`config.mk`:
```
export PLATFORM = sky130hd
export DESIGN_NAME = hcp_host_port
export DESIGN_NICKNAME = d
export VERILOG_FILES = /design/src/hcp_sync.v /design/src/hcp_host_port.v
export VERILOG_INCLUDE_DIRS = /design/src
export SDC_FILE = /design/constraint.sdc
export NUM_CORES = 1
export LEC_CHECK = 0
export ABC_AREA = 0
export BUFFER_PORTS_ARGS = -buffer_cell sky130_fd_sc_hd__buf_2
export CAP_MARGIN = 5
export CELL_PAD_IN_SITES_DETAIL_PLACEMENT = 2
export CELL_PAD_IN_SITES_GLOBAL_PLACEMENT = 2
export CORE_MARGIN = 2
export CORE_UTILIZATION = 33
export CTS_BUF_LIST = sky130_fd_sc_hd__clkbuf_4
export CTS_CLUSTER_SIZE = 12
export DETAILED_ROUTE_END_ITERATION = 8
export HOLD_SLACK_MARGIN = 0.06
export PLACE_DENSITY = 0.77
export REMOVE_ABC_BUFFERS = 1
export SLEW_MARGIN = 20
export SYNTH_ARGS = -nofsm -noshare
export SYNTH_HDL_FRONTEND = slang
export SYNTH_SLANG_ARGS = --single-unit
```
`constraint.sdc`:
```
create_clock -name clk_i -period 2 [get_ports clk_i]
set_input_delay 0.1 -clock clk_i [delete_from_list [all_inputs] [get_ports clk_i]]
set_output_delay 0.1 -clock clk_i [all_outputs]
set_load 0.02 [all_outputs]
```
`src/hcp_regs.vh`:
```
// hcp_regs.vh: constants for the host port pin logic
// assumes inclusion by hcp_host_port.v only; hcp_sync.v does not include it
`ifndef HCP_REGS_VH
`define HCP_REGS_VH
// host interface strap encodings
`define HCP_IF_SPI 1'b0
`define HCP_IF_PAR 1'b1
// bus width strap encodings
`define HCP_WIDTH_16 1'b0
`define HCP_WIDTH_32 1'b1
// parallel access states
`define HCP_ST_IDLE 2'h0
`define HCP_ST_WAIT 2'h1
`define HCP_ST_RDY 2'h2
`define HCP_ST_HIGH 2'h3
// spi frame size in bits
`define HCP_SPI_BITS 6'h20
// reset values
`define HCP_DATA_RST 32'h00000000
`endif

```
`src/hcp_sync.v`:
```
// hcp_sync.v: two flip-flop level synchroniser for pin inputs
// assumes inputs are asynchronous to clk_i
`timescale 1ns/10ps
module hcp_sync #(
    parameter WIDTH = 1
) (
    input wire clk_i,
    input wire rst_b_i,
    input wire [WIDTH-1:0] async_i,
    output reg [WIDTH-1:0] sync_o
);
    reg [WIDTH-1:0] meta_reg;

    // first stage read only by the second stage
    always @(posedge clk_i or negedge rst_b_i) begin
        if (!rst_b_i) begin
            meta_reg <= {WIDTH{1'b0}};
            sync_o <= {WIDTH{1'b0}};
        end else begin
            meta_reg <= async_i;
            sync_o <= meta_reg;
        end
    end
endmodule

```
`src/hcp_host_port.v`:
```
// hcp_host_port.v: pin level host port, parallel or spi slave
// assumes all pins asynchronous to clk_i; serial clock far slower than clk_i
//
// Overview of operation
// - phase strap 1: sample input on trailing edge, shift output on leading edge
// - byte lanes 0 and 1 enables work in both 16 and 32 bit modes
// - byte lanes 2 and 3 enables only work in 32 bit mode
// - lane enables are active low; only enabled bytes are written
// - in spi mode lane 1 enable pin is the serial data input
// - polarity strap 0 idles clock low, 1 idles high
// - in parallel mode drive ready low once the access may complete
// - drive ready high before releasing it to high impedance
// - pending interrupts drive the interrupt output low
// - inhibit bit 1 forces the interrupt output high
// - phase strap 0: sample on leading edge, shift on trailing edge
`timescale 1ns/10ps
`include "hcp_regs.vh"
module hcp_host_port #(
    parameter DW = 32
) (
    input wire clk_i,
    input wire rst_b_i,
    input wire if_select_strap_i,
    input wire bus_width_strap_i,
    input wire chip_sel_n_i,
    input wire read_write_n_i,
    input wire write_byte_lane0_en_n_i,
    input wire write_byte_lane1_en_n_i,
    input wire write_byte_lane2_en_n_i,
    input wire write_byte_lane3_en_n_i,
    input wire [DW-1:0] host_data_i,
    output reg [DW-1:0] host_data_o,
    output reg [DW-1:0] host_data_oe_o,
    output reg ready_n_o,
    output reg ready_n_oe_o,
    input wire core_ready_i,
    input wire [DW-1:0] core_rd_data_i,
    output reg core_req_o,
    output reg core_wr_o,
    output reg [3:0] core_byte_en_o,
    output reg [DW-1:0] core_wr_data_o,
    input wire [DW-1:0] spi_tx_word_i,
    output reg spi_frame_done_o,
    output reg [DW-1:0] spi_rx_word_o,
    input wire irq_pending_i,
    input wire global_interrupt_inhibit_i,
    output reg irq_n_o
);
    // serial transmit shifter, declared early as the data output block reads it
    reg [DW-1:0] tx_reg;

    // strap meanings of shared pins in spi mode
    wire serial_clock_polarity_strap;
    wire serial_clock_phase_strap;
    assign serial_clock_polarity_strap = write_byte_lane3_en_n_i;
    assign serial_clock_phase_strap = read_write_n_i;

    // pin side inputs, all synchronised
    wire [DW+9:0] pin_async;
    wire [DW+9:0] pin_sync;
    assign pin_async = {host_data_i, if_select_strap_i, bus_width_strap_i, chip_sel_n_i,
        read_write_n_i, write_byte_lane0_en_n_i, write_byte_lane1_en_n_i,
        write_byte_lane2_en_n_i, write_byte_lane3_en_n_i,
        serial_clock_polarity_strap, serial_clock_phase_strap};

    hcp_sync #(.WIDTH(DW+10)) u_sync (
        .clk_i(clk_i),
        .rst_b_i(rst_b_i),
        .async_i(pin_async),
        .sync_o(pin_sync)
    );

    wire [DW-1:0] data_s;
    wire is_par;
    wire is_32;
    wire cs_n_s;
    wire rw_n_s;
    wire [3:0] be_n_s;
    wire cpol_s;
    wire cpha_s;
    assign data_s = pin_sync[DW+9:10];
    assign is_par = (pin_sync[9] == `HCP_IF_PAR);
    assign is_32 = (pin_sync[8] == `HCP_WIDTH_32);
    assign cs_n_s = pin_sync[7];
    assign rw_n_s = pin_sync[6];
    assign be_n_s = {pin_sync[2], pin_sync[3], pin_sync[4], pin_sync[5]};
    assign cpol_s = pin_sync[1];
    assign cpha_s = pin_sync[0];

    // serial aliases of the shared lane pins
    wire sclk_s;
    wire mosi_s;
    wire ssel_n_s;
    assign sclk_s = be_n_s[0];
    assign mosi_s = be_n_s[1];
    assign ssel_n_s = be_n_s[2];

    // byte enables: active low pins, upper lanes gated by width
    function [3:0] lane_en;
        input [3:0] be_n;
        input wide;
        begin
            lane_en[1:0] = ~be_n[1:0];
            lane_en[3:2] = wide ? ~be_n[3:2] : 2'h0;
        end
    endfunction

    // parallel access state machine
    reg [1:0] state_reg;
    reg [1:0] state_next;
    always @* begin
        state_next = state_reg;
        case (state_reg)
            `HCP_ST_IDLE: begin
                if (is_par && !cs_n_s) begin
                    state_next = `HCP_ST_WAIT;
                end
            end
            `HCP_ST_WAIT: begin
                if (core_ready_i) begin
                    state_next = `HCP_ST_RDY;
                end
            end
            `HCP_ST_RDY: begin
                // hold ready low until the host lets go of select
                if (cs_n_s) begin
                    state_next = `HCP_ST_HIGH;
                end
            end
            `HCP_ST_HIGH: begin
                state_next = `HCP_ST_IDLE;
            end
            default: begin
                state_next = `HCP_ST_IDLE;
            end
        endcase
    end

    always @(posedge clk_i or negedge rst_b_i) begin
        if (!rst_b_i) begin
            state_reg <= `HCP_ST_IDLE;
            core_req_o <= 1'b0;
            core_wr_o <= 1'b0;
            core_byte_en_o <= 4'h0;
            core_wr_data_o <= `HCP_DATA_RST;
            ready_n_o <= 1'b1;
            ready_n_oe_o <= 1'b0;
        end else begin
            state_reg <= state_next;
            // one cycle request at the start of an access
            core_req_o <= (state_reg == `HCP_ST_IDLE) && (state_next == `HCP_ST_WAIT);
            if (state_reg == `HCP_ST_IDLE) begin
                core_wr_o <= ~rw_n_s;
                core_byte_en_o <= rw_n_s ? 4'h0 : lane_en(be_n_s, is_32);
                core_wr_data_o <= is_32 ? data_s : {{(DW-16){1'b0}}, data_s[15:0]};
            end
            // ready low while complete, driven high one cycle, then released
            ready_n_o <= (state_next != `HCP_ST_RDY);
            ready_n_oe_o <= (state_next == `HCP_ST_RDY) || (state_next == `HCP_ST_HIGH);
        end
    end

    // read data onto the parallel bus while access is ready
    always @(posedge clk_i or negedge rst_b_i) begin
        if (!rst_b_i) begin
            host_data_o <= `HCP_DATA_RST;
            host_data_oe_o <= {DW{1'b0}};
        end else if (is_par) begin
            if (state_reg == `HCP_ST_WAIT && core_ready_i) begin
                host_data_o <= core_rd_data_i;
            end
            if (state_next == `HCP_ST_RDY && rw_n_s && !cs_n_s) begin
                host_data_oe_o <= is_32 ? {DW{1'b1}} : {{(DW-16){1'b0}}, 16'hFFFF};
            end else begin
                host_data_oe_o <= {DW{1'b0}};
            end
        end else begin
            // bit 0 doubles as serial output; undriven while unselected
            host_data_o <= {host_data_o[DW-1:1], tx_reg[DW-1]};
            host_data_oe_o <= {{(DW-1){1'b0}}, ~ssel_n_s};
        end
    end

    // serial clock edge detect on the synchronised copy
    reg sclk_d_reg;
    wire sclk_rise;
    wire sclk_fall;
    wire lead_edge;
    wire trail_edge;
    assign sclk_rise = sclk_s && !sclk_d_reg;
    assign sclk_fall = !sclk_s && sclk_d_reg;
    assign lead_edge = cpol_s ? sclk_fall : sclk_rise;
    assign trail_edge = cpol_s ? sclk_rise : sclk_fall;

    wire sample_edge;
    wire shift_edge;
    assign sample_edge = cpha_s ? trail_edge : lead_edge;
    assign shift_edge = cpha_s ? lead_edge : trail_edge;

    reg [DW-1:0] rx_reg;
    reg [5:0] bit_cnt_reg;
    reg first_reg;
    wire spi_act;
    assign spi_act = !is_par && !ssel_n_s;

    // serial shifter; frame restarts whenever select goes high
    always @(posedge clk_i or negedge rst_b_i) begin
        if (!rst_b_i) begin
            sclk_d_reg <= 1'b0;
            rx_reg <= `HCP_DATA_RST;
            tx_reg <= `HCP_DATA_RST;
            bit_cnt_reg <= 6'h00;
            first_reg <= 1'b1;
            spi_frame_done_o <= 1'b0;
            spi_rx_word_o <= `HCP_DATA_RST;
        end else begin
            sclk_d_reg <= sclk_s;
            spi_frame_done_o <= 1'b0;
            if (!spi_act) begin
                bit_cnt_reg <= 6'h00;
                first_reg <= 1'b1;
                tx_reg <= spi_tx_word_i;
            end else begin
                if (sample_edge) begin
                    rx_reg <= {rx_reg[DW-2:0], mosi_s};
                    if (bit_cnt_reg == `HCP_SPI_BITS - 6'h01) begin
                        bit_cnt_reg <= 6'h00;
                        spi_frame_done_o <= 1'b1;
                        spi_rx_word_o <= {rx_reg[DW-2:0], mosi_s};
                    end else begin
                        bit_cnt_reg <= bit_cnt_reg + 6'h01;
                    end
                end
                // with phase 1 the first leading edge presents the msb tx_reg[DW-1], no shift
                if (shift_edge) begin
                    if (first_reg && cpha_s) begin
                        first_reg <= 1'b0;
                    end else begin
                        tx_reg <= {tx_reg[DW-2:0], 1'b0};
                    end
                end
            end
        end
    end

    // interrupt pin, inhibit overrides pending requests
    always @(posedge clk_i or negedge rst_b_i) begin
        if (!rst_b_i) begin
            irq_n_o <= 1'b1;
        end else begin
            irq_n_o <= global_interrupt_inhibit_i ? 1'b1 : ~irq_pending_i;
        end
    end
endmodule

```
**Word level (Yosys, flattened, before mapping)**

Index checks and enable logic that the tools add are counted.

- Add/sub/neg operators: 1
- Equality and inequality tests: 13
- Mux-type cells: 29
- Bitwise logic cells: 5
- Reduce and logical (&&, ||, !) cells: 21

Operators with widths:

| cell | count |
|---|---|
| $mux W32 | 7 |
| $mux W6 | 3 |
| $mux W1 | 13 |
| $ne A2 B2 Y1 const B | 5 |
| $logic_and A1 B1 Y1 | 9 |
| $eq A2 B2 Y1 const B | 4 |
| $mux W2 | 4 |
| $pmux W2 S4 | 1 |
| $reduce_and A2 Y1 | 4 |
| $add A6 B1 Y6 const B | 1 |
| $eq A6 B5 Y1 const B | 1 |
| $logic_not A1 Y1 | 5 |
| $eq A2 B1 Y1 const B | 2 |
| $mux W4 | 1 |
| $not A2 Y2 | 2 |
| $not A1 Y1 | 3 |
| $reduce_and A3 Y1 | 1 |
| $logic_not A2 Y1 | 1 |
| $ne A2 B1 Y1 const B | 1 |
| $logic_or A1 B1 Y1 | 1 |

- Register bits: 295

**Logic depth before layout (Yosys ltp)**

- Word-level depth: 9
- Mapped depth: 7
- Depth with buffers taken out: 5

**Modules after synthesis**

From an unflattened synthesis, not the netlist that was laid out.

- Cells, all modules: 714
- Area total of the unflattened synthesis: 9799.4 µm²

Modules (own cells, without submodules):

| module | times used | cells each | area each (µm²) |
|---|---|---|---|
| hcp_host_port | 1 | 630 | 7697.4 |
| hcp_sync | 1 | 84 | 2102.0 |

**Worst setup path after synthesis**

Ideal clock, no wire load.

- Path type: flip-flop to flip-flop
- From: register bit_cnt_reg[0]
- To: register spi_rx_word_o[10]
- Arrival: 1.768 ns
- Setup slack: 0.107 ns
- Stages on the path, launching flop included: 7
- Path buffers: 1
- Clock period less this slack: 1.893 ns
- Cells stage by stage: dfrtp_1 ha_1 nand3_1 or3b_1 nor2_8 buf_12 mux2_4

- Cells in the longest elaborated chain, start to end: 2

Ends and longest elaborated chain:

| element | line | text |
|---|---|---|
| from (decl) | hcp_host_port.v:201 | `reg [5:0] bit_cnt_reg;` |
| from (signal assigned) | hcp_host_port.v:231 | `bit_cnt_reg <= bit_cnt_reg + 6'h01;` |
| $eq A6 B5 Y1 | hcp_host_port.v:226 | `` if (bit_cnt_reg == `HCP_SPI_BITS - 6'h01) begin `` |
| $reduce_and A3 Y1 (no source line) | - |  |
| to (signal assigned) | hcp_host_port.v:215 | `` spi_rx_word_o <= `HCP_DATA_RST; `` |
| to (signal assigned) | hcp_host_port.v:229 | `spi_rx_word_o <= {rx_reg[DW-2:0], mosi_s};` |
| to (decl) | hcp_host_port.v:44 | `output reg [DW-1:0] spi_rx_word_o,` |

Every way passes these cells.
A chain may end at the register's enable or synchronous reset.

**Final worst setup path**

- From: register sclk_d_reg
- To: register tx_reg[5]

- Cells in the longest elaborated chain, start to end: 6

Ends and longest elaborated chain:

| element | line | text |
|---|---|---|
| from (decl) | hcp_host_port.v:185 | `reg sclk_d_reg;` |
| from (signal assigned) | hcp_host_port.v:217 | `sclk_d_reg <= sclk_s;` |
| $logic_not A1 Y1 | hcp_host_port.v:190 | `assign sclk_rise = sclk_s && !sclk_d_reg;` |
| $logic_and A1 B1 Y1 | hcp_host_port.v:190 |  |
| $mux W1, on equally long branches | hcp_host_port.v:193, hcp_host_port.v:192 |  |
| $mux W1 (*) | hcp_host_port.v:198 | `assign shift_edge = cpha_s ? lead_edge : trail_edge;` |
| $ne A2 B2 Y1 (no source line) (*) | - |  |
| $reduce_and A2 Y1 (no source line) (*) | - |  |
| to (signal assigned) | hcp_host_port.v:211 | `` tx_reg <= `HCP_DATA_RST; `` |
| to (signal assigned) | hcp_host_port.v:222 | `tx_reg <= spi_tx_word_i;` |
| to (signal assigned) | hcp_host_port.v:239 | `tx_reg <= {tx_reg[DW-2:0], 1'b0};` |
| to (decl) | hcp_host_port.v:50 | `reg [DW-1:0] tx_reg;` |

Mark *: on every way between the ends. The rest lies on a longest branch, timed or not.

==> impl_metrics.yaml <==
power:
  ir_worst_vdd_uv: 662
  cellPowerDensity_nw_per_um2: 1150
  p_leak_nw: 7.11
  total_power_mw: 16.0
synth:
  ys_async_sr_fraction_pct: 100
  ys_ff_latch: 262
  synth-edff-count: 0
  yosysWarnings: 0
  ys.flop_type: "dfrtp_1"
  avgSynthCellArea_sq_um: 13.7
  synth.yosys.seq_area_share_pct: 67.1
  syn_inst: 715
  ys_types: 40
  synth_area_sq_um: 9780
placement:
  dpl.hpwl_mm: 15.9
  portBuffers: 246
  place_congestion: 0.702
  place_area_sq_um: 11400
sta:
  maxSlewViolCount: 0
  worst_pin_slew_ns: 0.896
  max_freq_ghz: 0.526
  clock_skew_ns: 0.0451
  fin_setup_tns_ns: 0
  rsz0062_at_grt: "yes"
  period_share_pct: 95.0
  setup_viol: 0
  hold_viol_final: 0
  min_period_ns: 1.90
  slew_headroom_pct: 40.3
critical_path:
  cp_num_buf_inv: 1
  startpoint_type: "flop"
  crit_required_ns: 2.50
  critPathArrivalTime_ns: 2.40
  path_class: "flop to flop"
  path_max_fanout: 18
  crit_family: "compound AO/OA/AOI/OAI gates"
  slowest_delay_ns: 0.44
  crit_chain: "nor2b_1, a31oi_1, o221a_4, buf_12, mux2_2"
  end_kind: "flop"
  crit_slowest_cell: "dfrtp_1"
clocking:
  cts_buffer_depth: 3
  cts_max_level: 3
  cts_tree: "yes"
  numCtsBuffers: 73
  cts.clk_slew.worst_paths_ns: 0.06
  cts_sinks: 262
  root_buffer: "clkbuf_4"
  clock_latency_ns: 0.66
run:
  cap_viol_max_count: 0
routing:
  vias_per_cell: 4.50
  first_pass_iters: 4
  drtAntennaViolNets: 0
  routed_wl_mm: 29.2
  drc: 0
  drtIter0Drc: 232
  post_drt_wl_per_cell_um: 18.4
  num_vias: 7135
global_route:
  grt_pass1_wl_mm: 47.3
  grt_overflow: 0
  grt_util_all_layers_pct: 19.6
  antenna_found_initial: 1
  grt_pass1_vias: 8583
  grt_max_degree: 57
floorplan:
  die-area_sq_um: 31000
  dieHeight_um: 176
  die_w_um: 176
  start_util_pct: 33.3
  core_sq_um: 29400
  ios: 247
  core.rowCount: 63
final_layout:
  seq_area_sq_um: 6560
  nFillCells: 2965
  multi_input_area_sq_um: 2800
  fin_area_sq_um: 13800
  syn2layout_area_growth_pct: 41.3
  drive_gt1_share_pct: 44.0
  nNetsFinal: 1254
run_status:
  status: "finished clean"
hold_path:
  hold_path.class: "primary input to flop"
-- synth_stat cells (2+ instances only) --
library cell  instances  area [sq um]
nand2_1             188           706
nor2b_1               2          12.5
buf_2                 2          10.0
mux2_4               35           526
buf_4                33           248
o31ai_1               2          15.0
or2_2                 2          12.5
a21oi_1               6          30.0
nand2b_1              4          25.0
a31oi_1               2          12.5
nor2_1                9          33.8
or3_1                 4          25.0
mux2_2               90          1010
nand3b_1              2          15.0
o21ai_0               6          30.0
dfrtp_1             259          6480
buf_6                 3          33.8
buf_1                 3          11.3
buf_12                3          60.1
nand3_1              19          95.1
clkbuf_1             16          60.1
dfstp_2               3          78.8
nor4b_2               2          30.0
mux2i_1               4          40.0
-- cell families after synthesis --
logic type,synth area share (%)
xor gates and xnor gates,0.166
and+or+nand+nor,10.6
adders and majority gates,0.128
muxes,16.4
buffers and inverters,4.36
AOI/OAI and AO/OA,1.27
DFF,67.1
-- worst register-to-register path: cells and delay by family, from the launching register on --
kind                   cells  cell delay, ns
DFF                        1            0.44
buffers and inverters      1            0.18
muxes                      1            0.35
and+or+nand+nor            1            0.18
AOI/OAI and AO/OA          2            0.61
-- worst paths after layout --
check                                   startpoint            endpoint  slack (ns)  cells after the start
worst max-delay path                    sclk_d_reg           tx_reg[5]         0.1                      5
worst min-delay path                read_write_n_i  u_sync.meta_reg[6]        0.13                      2
worst max register to register          sclk_d_reg           tx_reg[5]         0.1                      5
worst min register to register  u_sync.meta_reg[4]    u_sync.sync_o[4]        0.34                      0
max in group asynchronous                  rst_b_i             irq_n_o        0.98                      4
min in group asynchronous                  rst_b_i   core_wr_data_o[3]        0.62                      4
-- stage by stage --
| step | utilization (%) | instances | setup slack [ns] | hold WS (ns) |
|---|---|---|---|---|
| floorplan | - | 655 | -0.678 | -0.196 |
| finish | 47.0 | 1584 | 0.0990 | 0.133 |
| CTS | 47.0 | 1581 | 0.0112 | 0.0611 |
| global placement | 38.7 | 1313 | 0.0966 | 0.0373 |
| global route | 47.0 | 1584 | -0.00543 | 0.0776 |
| detailed placement | 38.7 | 1313 | 0.0592 | 0.0386 |
-- final cells by class --
type | instances | area share (%)
clock inverters | 14 | 1.05
flip-flops and latches | 262 | 47.5
well taps | 390 | 3.53
multi-input cells | 392 | 20.3
inverters | 1 | 0.0272
diodes | 2 | 0.0362
repair buffers | 414 | 21.7
clock buffers | 109 | 5.92
-- cells in the final DEF (no fill, tap or decap), types with 2 or more instances in the layout --
cell / n
buf_12: 11
o31ai_1: 2
a21oi_1: 6
mux2_2: 90
nor4b_2: 2
clkbuf_4: 109
nor2_2: 2
nand3_1: 19
nor2b_1: 2
bufinv_16: 3
nor2_1: 7
dfstp_2: 3
diode_2: 2
or2_2: 2
clkinv_1: 8
nand2b_1: 4
nand2_1: 188
o21ai_0: 6
clkinv_4: 2
buf_2: 245
dfrtp_1: 258
buf_4: 13
a31oi_1: 2
or3_1: 4
mux2_4: 35
mux2i_1: 4
dlygate4sd3_1: 144
nand3b_1: 2
-- power breakdown --
part / leakage (nW) / switching (mW) / internal (mW)
registers: 3.27 / 0.560 / 6.25
logic: 3.28 / 2.50 / 1.48
clock network: 0.565 / 2.30 / 2.87
-- routing by layer --
metal  global-route usage (%)  up-vias  share of wire (%)
met1                     22.5     3656                 39
met3                     4.50       54                4.5
met4                     7.75        0                2.6
li1                         -     3227                  -
met2                     35.4      198                 53
met5                        0        -                  0
-- what timing repair did --
action / in CTS / in global routing
endpoints found under the hold margin: 371 / 0
resized for setup: 0 / 2
setup buffers: 0 / 1
hold buffers: 145 / 0
setup endpoints to repair: 0 / 39
Power figures use the tool's default switching activity.
